==> src/common/ccr_pkg.sv <==
// shared types and constants for the coherence collision resolver
package ccr_pkg;

    // ----------------------------------------------------------------
    // widths
    // ----------------------------------------------------------------
    localparam int GRAN_W = 32; // coherence granule address width

    // ----------------------------------------------------------------
    // transaction and answer encodings
    // ----------------------------------------------------------------
    // incoming request kinds from remote elements
    typedef enum logic [3:0] {
        in_read_to_home,
        in_instr_read_to_home,
        in_shared_read_to_owner,
        in_ownership_read_to_home,
        in_ownership_read_to_owner,
        in_data_invalidate_to_home,
        in_data_invalidate_to_sharer,
        in_writeback,
        in_translation_entry_invalidate,
        in_translation_sync,
        in_instr_invalidate_to_home,
        in_instr_invalidate_to_sharer,
        in_flush,
        in_noncoherent_read_to_home,
        in_noncoherent_read_to_owner
    } ccr_in_kind_type;

    // own outstanding transaction kinds covered here
    typedef enum logic [2:0] {
        own_writeback,
        own_translation_entry_invalidate,
        own_translation_sync,
        own_flush,
        own_noncoherent_read_to_home
    } ccr_own_kind_type;

    // answer codes sent back to the requester
    typedef enum logic [1:0] {
        rsp_done,
        rsp_retry,
        rsp_error,
        rsp_non_owning_reply
    } ccr_rsp_type;

    // resolution outcome of one (outstanding, incoming) pair
    typedef enum logic [2:0] {
        act_normal,
        act_error,
        act_retry,
        act_non_owning,
        act_fwd_done,
        act_wait
    } ccr_act_type;

    // sequencer states
    typedef enum logic [1:0] {
        st_idle,
        st_eval,
        st_ack
    } ccr_state_type;

    // ----------------------------------------------------------------
    // carriers
    // ----------------------------------------------------------------
    typedef struct packed {
        ccr_act_type act;
        logic cancel_flush;
        logic cancel_dinv;
        logic return_data;
    } ccr_res_type;

    typedef struct packed {
        ccr_in_kind_type kind;
        logic [GRAN_W-1:0] granule;
    } ccr_inreq_type;

    typedef struct packed {
        logic participant;
        ccr_own_kind_type kind;
        logic [GRAN_W-1:0] granule;
    } ccr_own_req_type;

    typedef struct packed {
        logic valid;
        logic issued;
        logic final_known;
        logic final_retry;
        logic participant;
        ccr_own_kind_type kind;
        logic [GRAN_W-1:0] granule;
    } ccr_slot_type;

    typedef struct packed {
        ccr_in_kind_type kind;
        logic cancel_flush;
        logic cancel_dinv;
        logic return_data;
    } ccr_fwd_type;

endpackage : ccr_pkg

==> src/core/ccr_slot.sv <==
// holder for this element's own outstanding coherence transaction
module ccr_slot (
    // clock and reset
    input wire logic ref_clk,
    input wire logic rst,
    // own transaction events
    input wire logic own_start,
    input wire ccr_pkg::ccr_own_req_type own_req,
    input wire logic own_issue,
    input wire logic own_final_valid,
    input wire logic own_final_retry,
    input wire logic own_retire,
    // held state
    output ccr_pkg::ccr_slot_type slot
);
    import ccr_pkg::*;

    // ----------------------------------------------------------------
    // slot update
    // ----------------------------------------------------------------
    // a start in the retire cycle wins, so a new transaction is not lost
    always_ff @(posedge ref_clk) begin
        if (rst) begin
            slot <= '0;
        end else if (own_start) begin
            slot.valid <= 1'b1;
            slot.issued <= 1'b0;
            slot.final_known <= 1'b0;
            slot.final_retry <= 1'b0;
            slot.participant <= own_req.participant;
            slot.kind <= own_req.kind;
            slot.granule <= own_req.granule;
        end else if (own_retire) begin
            slot.valid <= 1'b0;
        end else begin
            if (own_issue) begin
                slot.issued <= 1'b1;
            end
            // all expected responses in: keep the final code
            if (own_final_valid && slot.issued) begin
                slot.final_known <= 1'b1;
                slot.final_retry <= own_final_retry;
            end
        end
    end

endmodule : ccr_slot

==> src/core/ccr_table.sv <==
// resolution table for one (outstanding, incoming) transaction pair
module ccr_table (
    // pair to resolve
    input wire ccr_pkg::ccr_slot_type slot,
    input wire logic collide,
    input wire ccr_pkg::ccr_in_kind_type kind,
    // outcome
    output ccr_pkg::ccr_res_type res
);
    import ccr_pkg::*;

    logic owner_read;
    logic bcast;

    assign owner_read = kind inside {in_shared_read_to_owner, in_ownership_read_to_owner,
                                     in_noncoherent_read_to_owner};
    assign bcast = kind inside {in_translation_entry_invalidate, in_translation_sync,
                                in_instr_invalidate_to_sharer};

    // ----------------------------------------------------------------
    // table lookup
    // ----------------------------------------------------------------
    // error is the default: every unlisted pair here is a paradox
    always_comb begin
        res = '0;
        res.act = act_error;
        if (!collide) begin
            res.act = act_normal;
        end else begin
            case (slot.kind)
                own_translation_entry_invalidate, own_translation_sync: begin
                    res.act = act_normal;
                end
                own_writeback: begin
                    if (owner_read) begin
                        res.act = act_retry;
                    end else if (bcast) begin
                        res.act = act_fwd_done;
                    end
                end
                own_flush, own_noncoherent_read_to_home: begin
                    if (bcast) begin
                        res.act = act_fwd_done;
                    end else if (!slot.participant) begin
                        res.act = act_error;
                    end else if (owner_read) begin
                        res.act = act_non_owning;
                    end else if (kind == in_data_invalidate_to_sharer) begin
                        if (slot.issued && !slot.final_known) begin
                            res.act = act_wait;
                        end else if (slot.kind == own_flush) begin
                            if (!slot.issued) begin
                                res.act = act_fwd_done;
                                res.cancel_dinv = 1'b1;
                            end else if (slot.final_retry) begin
                                res.act = act_fwd_done;
                                res.cancel_flush = 1'b1;
                            end
                        end else begin
                            res.act = act_fwd_done;
                            res.return_data = slot.issued && !slot.final_retry;
                        end
                    end
                end
                default: begin
                    res.act = act_error;
                end
            endcase
        end
    end

endmodule : ccr_table

==> src/core/ccr_resolver.sv <==
// coherence collision resolver: answers incoming requests against own
//
// Notes on behaviour
// - detect same-granule hit against own outstanding transaction, resolve by type pair
// - outstanding writeback: home reads, invalidates, writeback, flush, noncoherent home get error
// - outstanding writeback: reads directed to owner get retry
// - translation invalidate or sync against writeback, flush or noncoherent read: forward to processor, then done
// - instruction invalidate to sharer against writeback, flush or noncoherent read: forward to processor, then done
// - own translation transaction outstanding: every incoming request processed normally
// - flush resolves differently for participant and non-participant elements
// - participant flush: home-directed requests, writeback and flush get error
// - participant flush: reads directed to owner get the non-owning reply
// - sharer data invalidate against flush or noncoherent read waits for all responses
// - flush finished done, sharer data invalidate gets error
// - flush finished retry: cancel flush, forward invalidate, then done
// - flush not yet issued: cancel pending invalidate, forward, then done
// - non-participant flush: coherent requests error; broadcasts forwarded then done
// - non-participant still forwards translation invalidate and sync
// - noncoherent read to home exists in participant and non-participant forms
// - participant noncoherent read: home-directed requests, writeback and flush get error
// - participant noncoherent read: reads directed to owner get the non-owning reply
// - noncoherent read finished done: return data, forward invalidate, then done
// - noncoherent read finished retry or unissued: forward invalidate, then done
// - non-participant noncoherent read: coherent requests error; broadcasts forwarded then done
// - non-participant forwards instruction invalidate to sharer to its processor
module ccr_resolver (
    // clock and reset
    input wire logic ref_clk,
    input wire logic rst,
    // incoming remote request
    input wire logic in_valid,
    input wire ccr_pkg::ccr_inreq_type in_req,
    output logic in_ready,
    // own outstanding transaction
    input wire logic own_start,
    input wire ccr_pkg::ccr_own_req_type own_req,
    input wire logic own_issue,
    input wire logic own_final_valid,
    input wire logic own_final_retry,
    input wire logic own_retire,
    output logic own_busy,
    // answer to requester
    output logic rsp_valid,
    output ccr_pkg::ccr_rsp_type rsp_code,
    // pass to normal protocol
    output logic normal_valid,
    output ccr_pkg::ccr_inreq_type normal_req,
    // forward to local processor
    output logic fwd_valid,
    output ccr_pkg::ccr_fwd_type fwd,
    input wire logic fwd_ack
);
    import ccr_pkg::*;

    ccr_state_type state;
    ccr_slot_type slot;
    ccr_res_type res;
    ccr_inreq_type held;
    logic collide;
    logic ev;
    logic finish;

    // ----------------------------------------------------------------
    // own transaction and table
    // ----------------------------------------------------------------
    ccr_slot u_slot (
        .ref_clk(ref_clk),
        .rst(rst),
        .own_start(own_start),
        .own_req(own_req),
        .own_issue(own_issue),
        .own_final_valid(own_final_valid),
        .own_final_retry(own_final_retry),
        .own_retire(own_retire),
        .slot(slot)
    );

    // same granule as the own transaction means a collision
    assign collide = slot.valid && (slot.granule == held.granule);

    // re-evaluated every cycle so a waiting pair sees new responses
    ccr_table u_table (
        .slot(slot),
        .collide(collide),
        .kind(held.kind),
        .res(res)
    );

    assign ev = (state == st_eval);
    assign finish = (ev && res.act != act_wait && res.act != act_fwd_done)
                  || (state == st_ack && fwd_ack);

    // ----------------------------------------------------------------
    // sequencer
    // ----------------------------------------------------------------
    // one request at a time; waits hold the requester off via in_ready
    always_ff @(posedge ref_clk) begin
        if (rst) begin
            state <= st_idle;
        end else begin
            case (state)
                st_idle: begin
                    if (in_valid && in_ready) begin
                        state <= st_eval;
                    end
                end
                st_eval: begin
                    if (res.act == act_fwd_done) begin
                        state <= st_ack;
                    end else if (res.act != act_wait) begin
                        state <= st_idle;
                    end
                end
                st_ack: begin
                    if (fwd_ack) begin
                        state <= st_idle;
                    end
                end
                default: begin
                    state <= st_idle;
                end
            endcase
        end
    end

    // request capture
    always_ff @(posedge ref_clk) begin
        if (rst) begin
            held <= '0;
        end else if (in_valid && in_ready) begin
            held <= in_req;
        end
    end

    // ready drops on acceptance and returns once the answer is out
    always_ff @(posedge ref_clk) begin
        if (rst) begin
            in_ready <= 1'b1;
        end else if (in_valid && in_ready) begin
            in_ready <= 1'b0;
        end else if (finish) begin
            in_ready <= 1'b1;
        end
    end

    // ----------------------------------------------------------------
    // outputs
    // ----------------------------------------------------------------
    // answer: one cycle after the deciding cycle
    always_ff @(posedge ref_clk) begin
        if (rst) begin
            rsp_valid <= 1'b0;
            rsp_code <= rsp_done;
        end else begin
            rsp_valid <= finish && !(ev && res.act == act_normal);
            if (ev) begin
                case (res.act)
                    act_error: rsp_code <= rsp_error;
                    act_retry: rsp_code <= rsp_retry;
                    act_non_owning: rsp_code <= rsp_non_owning_reply;
                    default: rsp_code <= rsp_done;
                endcase
            end else begin
                rsp_code <= rsp_done;
            end
        end
    end

    // no collision: hand the request to the normal protocol engine
    always_ff @(posedge ref_clk) begin
        if (rst) begin
            normal_valid <= 1'b0;
            normal_req <= '0;
        end else begin
            normal_valid <= ev && res.act == act_normal;
            normal_req <= held;
        end
    end

    // forward pulse precedes the done answer; the ack paces it
    always_ff @(posedge ref_clk) begin
        if (rst) begin
            fwd_valid <= 1'b0;
            fwd <= '0;
        end else begin
            fwd_valid <= ev && res.act == act_fwd_done;
            fwd.kind <= held.kind;
            fwd.cancel_flush <= res.cancel_flush;
            fwd.cancel_dinv <= res.cancel_dinv;
            fwd.return_data <= res.return_data;
        end
    end

    // own slot occupancy mirrored for the request issuer
    always_ff @(posedge ref_clk) begin
        if (rst) begin
            own_busy <= 1'b0;
        end else begin
            own_busy <= slot.valid;
        end
    end

    // ----------------------------------------------------------------
    // checks
    // ----------------------------------------------------------------
    logic home_kind;
    logic owner_kind;
    logic bcast_kind;
    logic p_fl_nc;

    assign home_kind = held.kind inside {in_read_to_home, in_instr_read_to_home,
        in_ownership_read_to_home, in_data_invalidate_to_home, in_writeback,
        in_instr_invalidate_to_home, in_flush, in_noncoherent_read_to_home};
    assign owner_kind = held.kind inside {in_shared_read_to_owner,
        in_ownership_read_to_owner, in_noncoherent_read_to_owner};
    assign bcast_kind = held.kind inside {in_translation_entry_invalidate,
        in_translation_sync, in_instr_invalidate_to_sharer};
    assign p_fl_nc = slot.participant
                   && slot.kind inside {own_flush, own_noncoherent_read_to_home};

    chk_wb_retry:
    assert property (@(posedge ref_clk) disable iff (rst)
        ev && collide && slot.kind == own_writeback && owner_kind
        |=> rsp_valid && rsp_code == rsp_retry)
    else $error("writeback hit by owner read not answered retry");

    chk_wb_error:
    assert property (@(posedge ref_clk) disable iff (rst)
        ev && collide && slot.kind == own_writeback && home_kind
        && held.kind != in_instr_invalidate_to_sharer
        |=> rsp_valid && rsp_code == rsp_error)
    else $error("writeback hit by home request not answered error");

    chk_home_error:
    assert property (@(posedge ref_clk) disable iff (rst)
        ev && collide && p_fl_nc && home_kind
        |=> rsp_valid && rsp_code == rsp_error && in_ready)
    else $error("participant flush or read hit by home request not error");

    chk_owner_reply:
    assert property (@(posedge ref_clk) disable iff (rst)
        ev && collide && p_fl_nc && owner_kind
        |=> rsp_valid && rsp_code == rsp_non_owning_reply)
    else $error("owner read not answered with non-owning reply");

    chk_np_error:
    assert property (@(posedge ref_clk) disable iff (rst)
        ev && collide && !slot.participant && !bcast_kind
        && slot.kind inside {own_flush, own_noncoherent_read_to_home}
        |=> rsp_valid && rsp_code == rsp_error)
    else $error("non-participant hit by coherent request not error");

    chk_tlb_normal:
    assert property (@(posedge ref_clk) disable iff (rst)
        ev && collide && slot.kind inside {own_translation_entry_invalidate,
        own_translation_sync}
        |=> normal_valid && !rsp_valid && normal_req == $past(held))
    else $error("request against own translation op not passed on");

    chk_wait_hold:
    assert property (@(posedge ref_clk) disable iff (rst)
        ev && collide && p_fl_nc && held.kind == in_data_invalidate_to_sharer
        && slot.issued && !slot.final_known
        |=> !rsp_valid && !fwd_valid && !in_ready && state == st_eval)
    else $error("sharer invalidate resolved before own responses arrived");

    chk_bcast_fwd:
    assert property (@(posedge ref_clk) disable iff (rst)
        ev && collide && bcast_kind && slot.kind inside {own_writeback,
        own_flush, own_noncoherent_read_to_home}
        |=> fwd_valid && !rsp_valid && fwd.kind == $past(held.kind))
    else $error("broadcast request not forwarded before answer");

    chk_fwd_done:
    assert property (@(posedge ref_clk) disable iff (rst)
        state == st_ack && fwd_ack |=> rsp_valid && rsp_code == rsp_done)
    else $error("forwarded request not answered done after ack");

    chk_flush_cancel:
    assert property (@(posedge ref_clk) disable iff (rst)
        ev && collide && p_fl_nc && slot.kind == own_flush && slot.final_known
        && held.kind == in_data_invalidate_to_sharer
        |=> (slot.final_retry ? (fwd_valid && fwd.cancel_flush)
            : (rsp_valid && rsp_code == rsp_error)))
    else $error("flush versus sharer invalidate resolved wrongly");

    chk_miss_normal:
    assert property (@(posedge ref_clk) disable iff (rst)
        ev && !collide |=> normal_valid && !rsp_valid && !fwd_valid)
    else $error("request without collision not passed on");

    chk_flush_fresh:
    assert property (@(posedge ref_clk) disable iff (rst)
        ev && collide && p_fl_nc && slot.kind == own_flush && !slot.issued
        && held.kind == in_data_invalidate_to_sharer |=> fwd_valid && fwd.cancel_dinv)
    else $error("unissued flush versus sharer invalidate not cancelled");

    chk_read_data:
    assert property (@(posedge ref_clk) disable iff (rst)
        ev && collide && p_fl_nc && slot.kind == own_noncoherent_read_to_home
        && slot.final_known && !slot.final_retry
        && held.kind == in_data_invalidate_to_sharer |=> fwd_valid && fwd.return_data)
    else $error("finished noncoherent read does not return data");

endmodule : ccr_resolver

==> config.mk <==
export PLATFORM = sky130hd
export DESIGN_NAME = ccr_resolver
export DESIGN_NICKNAME = d
export VERILOG_FILES = /design/src/common/ccr_pkg.sv /design/src/core/ccr_slot.sv /design/src/core/ccr_table.sv /design/src/core/ccr_resolver.sv
export SDC_FILE = /design/constraint.sdc
export NUM_CORES = 1
export LEC_CHECK = 0
export BUFFER_PORTS_ARGS = -buffer_cell sky130_fd_sc_hd__buf_2
export CORE_AREA = 2 2 118 120
export CTS_CLUSTER_SIZE = 40
export DETAILED_ROUTE_END_ITERATION = 10
export DIE_AREA = 0 0 120 122
export PLACE_DENSITY = 0.55
export SYNTH_ARGS = -nofsm -noshare
export SYNTH_HDL_FRONTEND = slang
export SYNTH_SLANG_ARGS = --single-unit
==> constraint.sdc <==
create_clock -name ref_clk -period 4.7 [get_ports ref_clk]
set_input_delay 0.94 -clock ref_clk [delete_from_list [all_inputs] [get_ports ref_clk]]
set_output_delay 0.94 -clock ref_clk [all_outputs]
set_load 0.05 [all_outputs]
==> results.ini <==
[floorplanning]
io_pins=131
core_area_um2=13500
die_area_um2=14640
die_w_um=120
die_h_um=122
rows=43
start_util_pct=33.99

[global_route]
grt_max_degree=120
grt_pass1_wl_um=17460
grtUsageTotal_pct=15.73
overflow=0
antenna_found_initial=0
grt_pass1_vias=3460

[pwr]
swShare_pct=24.28
p_sw_uw=635.8
pwr-share-comb_pct=10.8
powerDensity_nw_per_um2=444.0
pwr-share-clk_pct=45.5
internal_power_mw=1.983
ir_drop_v=0.0002204
leakage_nw=2.726
seqPwrFrac_pct=43.7

[sta]
worstMarginPinSlew_ns=1.198
fmax_mhz=473.5
hold_violations=0
grt_setup_unrepaired=no
worst_clock_skew_ns=0.008538
hold_ws_ns=0.4590
post-route-period-util_pct=44.94
slew_viol_final=0
max-slew-margin-rel_pct=20.13
setup_tns_ns=0
fin_crit_ns=2.112
setup_violations=0

[logic_synthesis]
syn_area_um2=4591
ys_types=41
ys_ff_latch=124
synth_top_area_cell=dfxtp_1
synth_sequential_area_ratio_pct=54.07
synth_flop_cell=dfxtp_1
synth.avg_cell_area_um2=9.369
synth_commonest_cells=dfxtp_1 (124), nand2_1 (81), nor2_1 (49)
synth_fp_nets=571
yosysMostFrequentCell=dfxtp_1
yosysTopAreaCellShare_pct=54.07
synthArstFlopShare_pct=0
syn_inst=490
synthTopCellsByArea=dfxtp_1 (54%), mux2i_1 (8.1%), nand2_1 (6.6%)
yosys_warnings=0
synth-edff-count=0

[routing]
dr_total_vias=3672
route.detailed.drc=0
wl_um=11120
viasPerCell=4.584
drtPass1Iterations=4
wl_per_cell_um=13.88
drtIter0Drc=146
antenna_left=0

[min_path]
hp-class=reg2reg

[setup_path]
cp_slowest_cell=nor4_4
worstSetupEndpointType=flop
cp_data_arrival_time_ns=2.40
crit_chain=xor2_1 -> nor4_2 -> nand4_1 -> nor4_4 -> a2111oi_1 -> or3_1
critPathLaunchType=flop
required_ns=4.99
critical_path_class=reg2reg
crit_fanout=6
critPathMaxStageDelay_ns=0.50

[flow_run]
cap_violations=0

[cells_and_area]
syn_to_final_growth_pct=28.48
layout-drive-gt1-share_pct=26.25
num_antenna_cells=0
nNetsFinal=693

[clock_tree]
cts_tree=built
cts_resized=0
cts_max_level=4
cts_hold_buffers=0
numCtsBuffers=17
cts_buffer_depth=2
cts.clk_slew.worst_paths_ns=0.05
postCtsSetupRepairBufs=0
worstSkewPairLatency_ns=0.41
root_buffer=clkbuf_16
clock-sinks=124

[placement]
dp_hpwl_um=7656
place.gp.congestion=0.7673
port-buffer-count=130

[outcome]
outcome=finished clean

## flip-flops by register name, indices dropped and copies added (netlist names)
signal / cells
normal_valid: 1
own_busy: 1
normal_req: 32
rsp_valid: 1
rsp_code: 2
in_ready: 1
fwd: 7
state: 2
fwd_valid: 1
u_slot.slot: 40
held: 36
## final cells by class
cell class / count / area, um2
Fill cell: 1371 / 7606
Sequential cell: 124 / 2482
Multi-Input combinational cell: 329 / 1954
Timing Repair Buffer: 133 / 675.6
Clock buffer: 26 / 499.2
Tap cell: 180 / 225.2
Clock inverter: 2 / 35.03
Inverter: 7 / 26.28
## worst paths after layout
kind / startpoint / end / slack [ns] / depth (start not counted)
setup / recovery: held[21]$_SDFFE_PP0P_ / in_ready$_SDFFE_PP1P_ / 2.59 / 6
hold / removal: held[23]$_SDFFE_PP0P_ / held[23]$_SDFFE_PP0P_ / 0.46 / 2
setup reg to reg: held[21]$_SDFFE_PP0P_ / in_ready$_SDFFE_PP1P_ / 2.59 / 6
hold reg to reg: held[23]$_SDFFE_PP0P_ / held[23]$_SDFFE_PP0P_ / 0.46 / 2
## cell families (layout without fill, tap and decap cells)
family	count (synthesis)	in the layout	share of synthesized area [%]
DFF	124	124	54.07
buffers and inverters	37	168	3.352
muxes	37	37	8.068
AOI/OAI and AO/OA	60	60	7.550
and+or+nand+nor	201	201	21.04
xor gates and xnor gates	31	31	5.914
## worst max-delay path, delay by kind of cell, from the launching register on
| family | cells | cell delay [ns] |
|---|---|---|
| xor gates and xnor gates | 1 | 0.15 |
| and+or+nand+nor | 4 | 1.35 |
| DFF | 1 | 0.33 |
| AOI/OAI and AO/OA | 1 | 0.15 |
## power groups by stage
stage | logic [mW] | registers, mW | clock network [mW]
global placement | 0.284 | 1.16 | 0
CTS | 0.288 | 1.14 | 1.22
floorplan | 0.156 | 1.20 | 0
detailed placement | 0.287 | 1.17 | 0
finish | 0.282 | 1.14 | 1.19
global route | 0.313 | 1.15 | 1.27
## layout by cell type (no fill, tap or decap), types with 2 or more instances in the layout
cell type	netlist	routed
mux2i_1	37	37
nor2_1	49	49
buf_2	0	129
dfxtp_1	124	124
nor2b_1	36	36
clkbuf_1	20	5
xor2_1	24	24
and2_1	2	2
nand2b_1	2	2
nor4_2	4	4
o21ai_1	3	3
buf_4	4	4
a211oi_1	3	3
o21ai_0	2	2
clkbuf_8	0	4
clkbuf_16	0	17
nor3_1	5	5
a21oi_1	41	41
nand2_1	81	81
nand3_1	9	9
or3_1	3	3
xnor2_1	7	7
nor4_1	2	2
inv_1	7	7
## through the flow
stage	power, mW	instance area, um2	worst slack (ns)	instances	utilization, %
4_1_cts	2.654	5898	2.486	801	43.68
5_1_grt	2.730	5898	2.391	801	43.68
3_5_place_dp	1.452	5364	2.271	773	39.72
6_report	2.619	5898	2.588	801	43.68
3_3_place_gp	1.447	5364	2.329	773	39.72
2_1_floorplan	1.357	4591	2.763	490	-
## routing by layer
metal | up-vias | track usage (%) | routed length, um
met5 | - | 0 | 0
met1 | 1688 | 20.54 | 5165
met2 | 108 | 24.15 | 5193
li1 | 1864 | - | -
met3 | 12 | 4.541 | 631
met4 | 0 | 7.059 | 128
No activity file was read; power rests on OpenSTA's default activity.
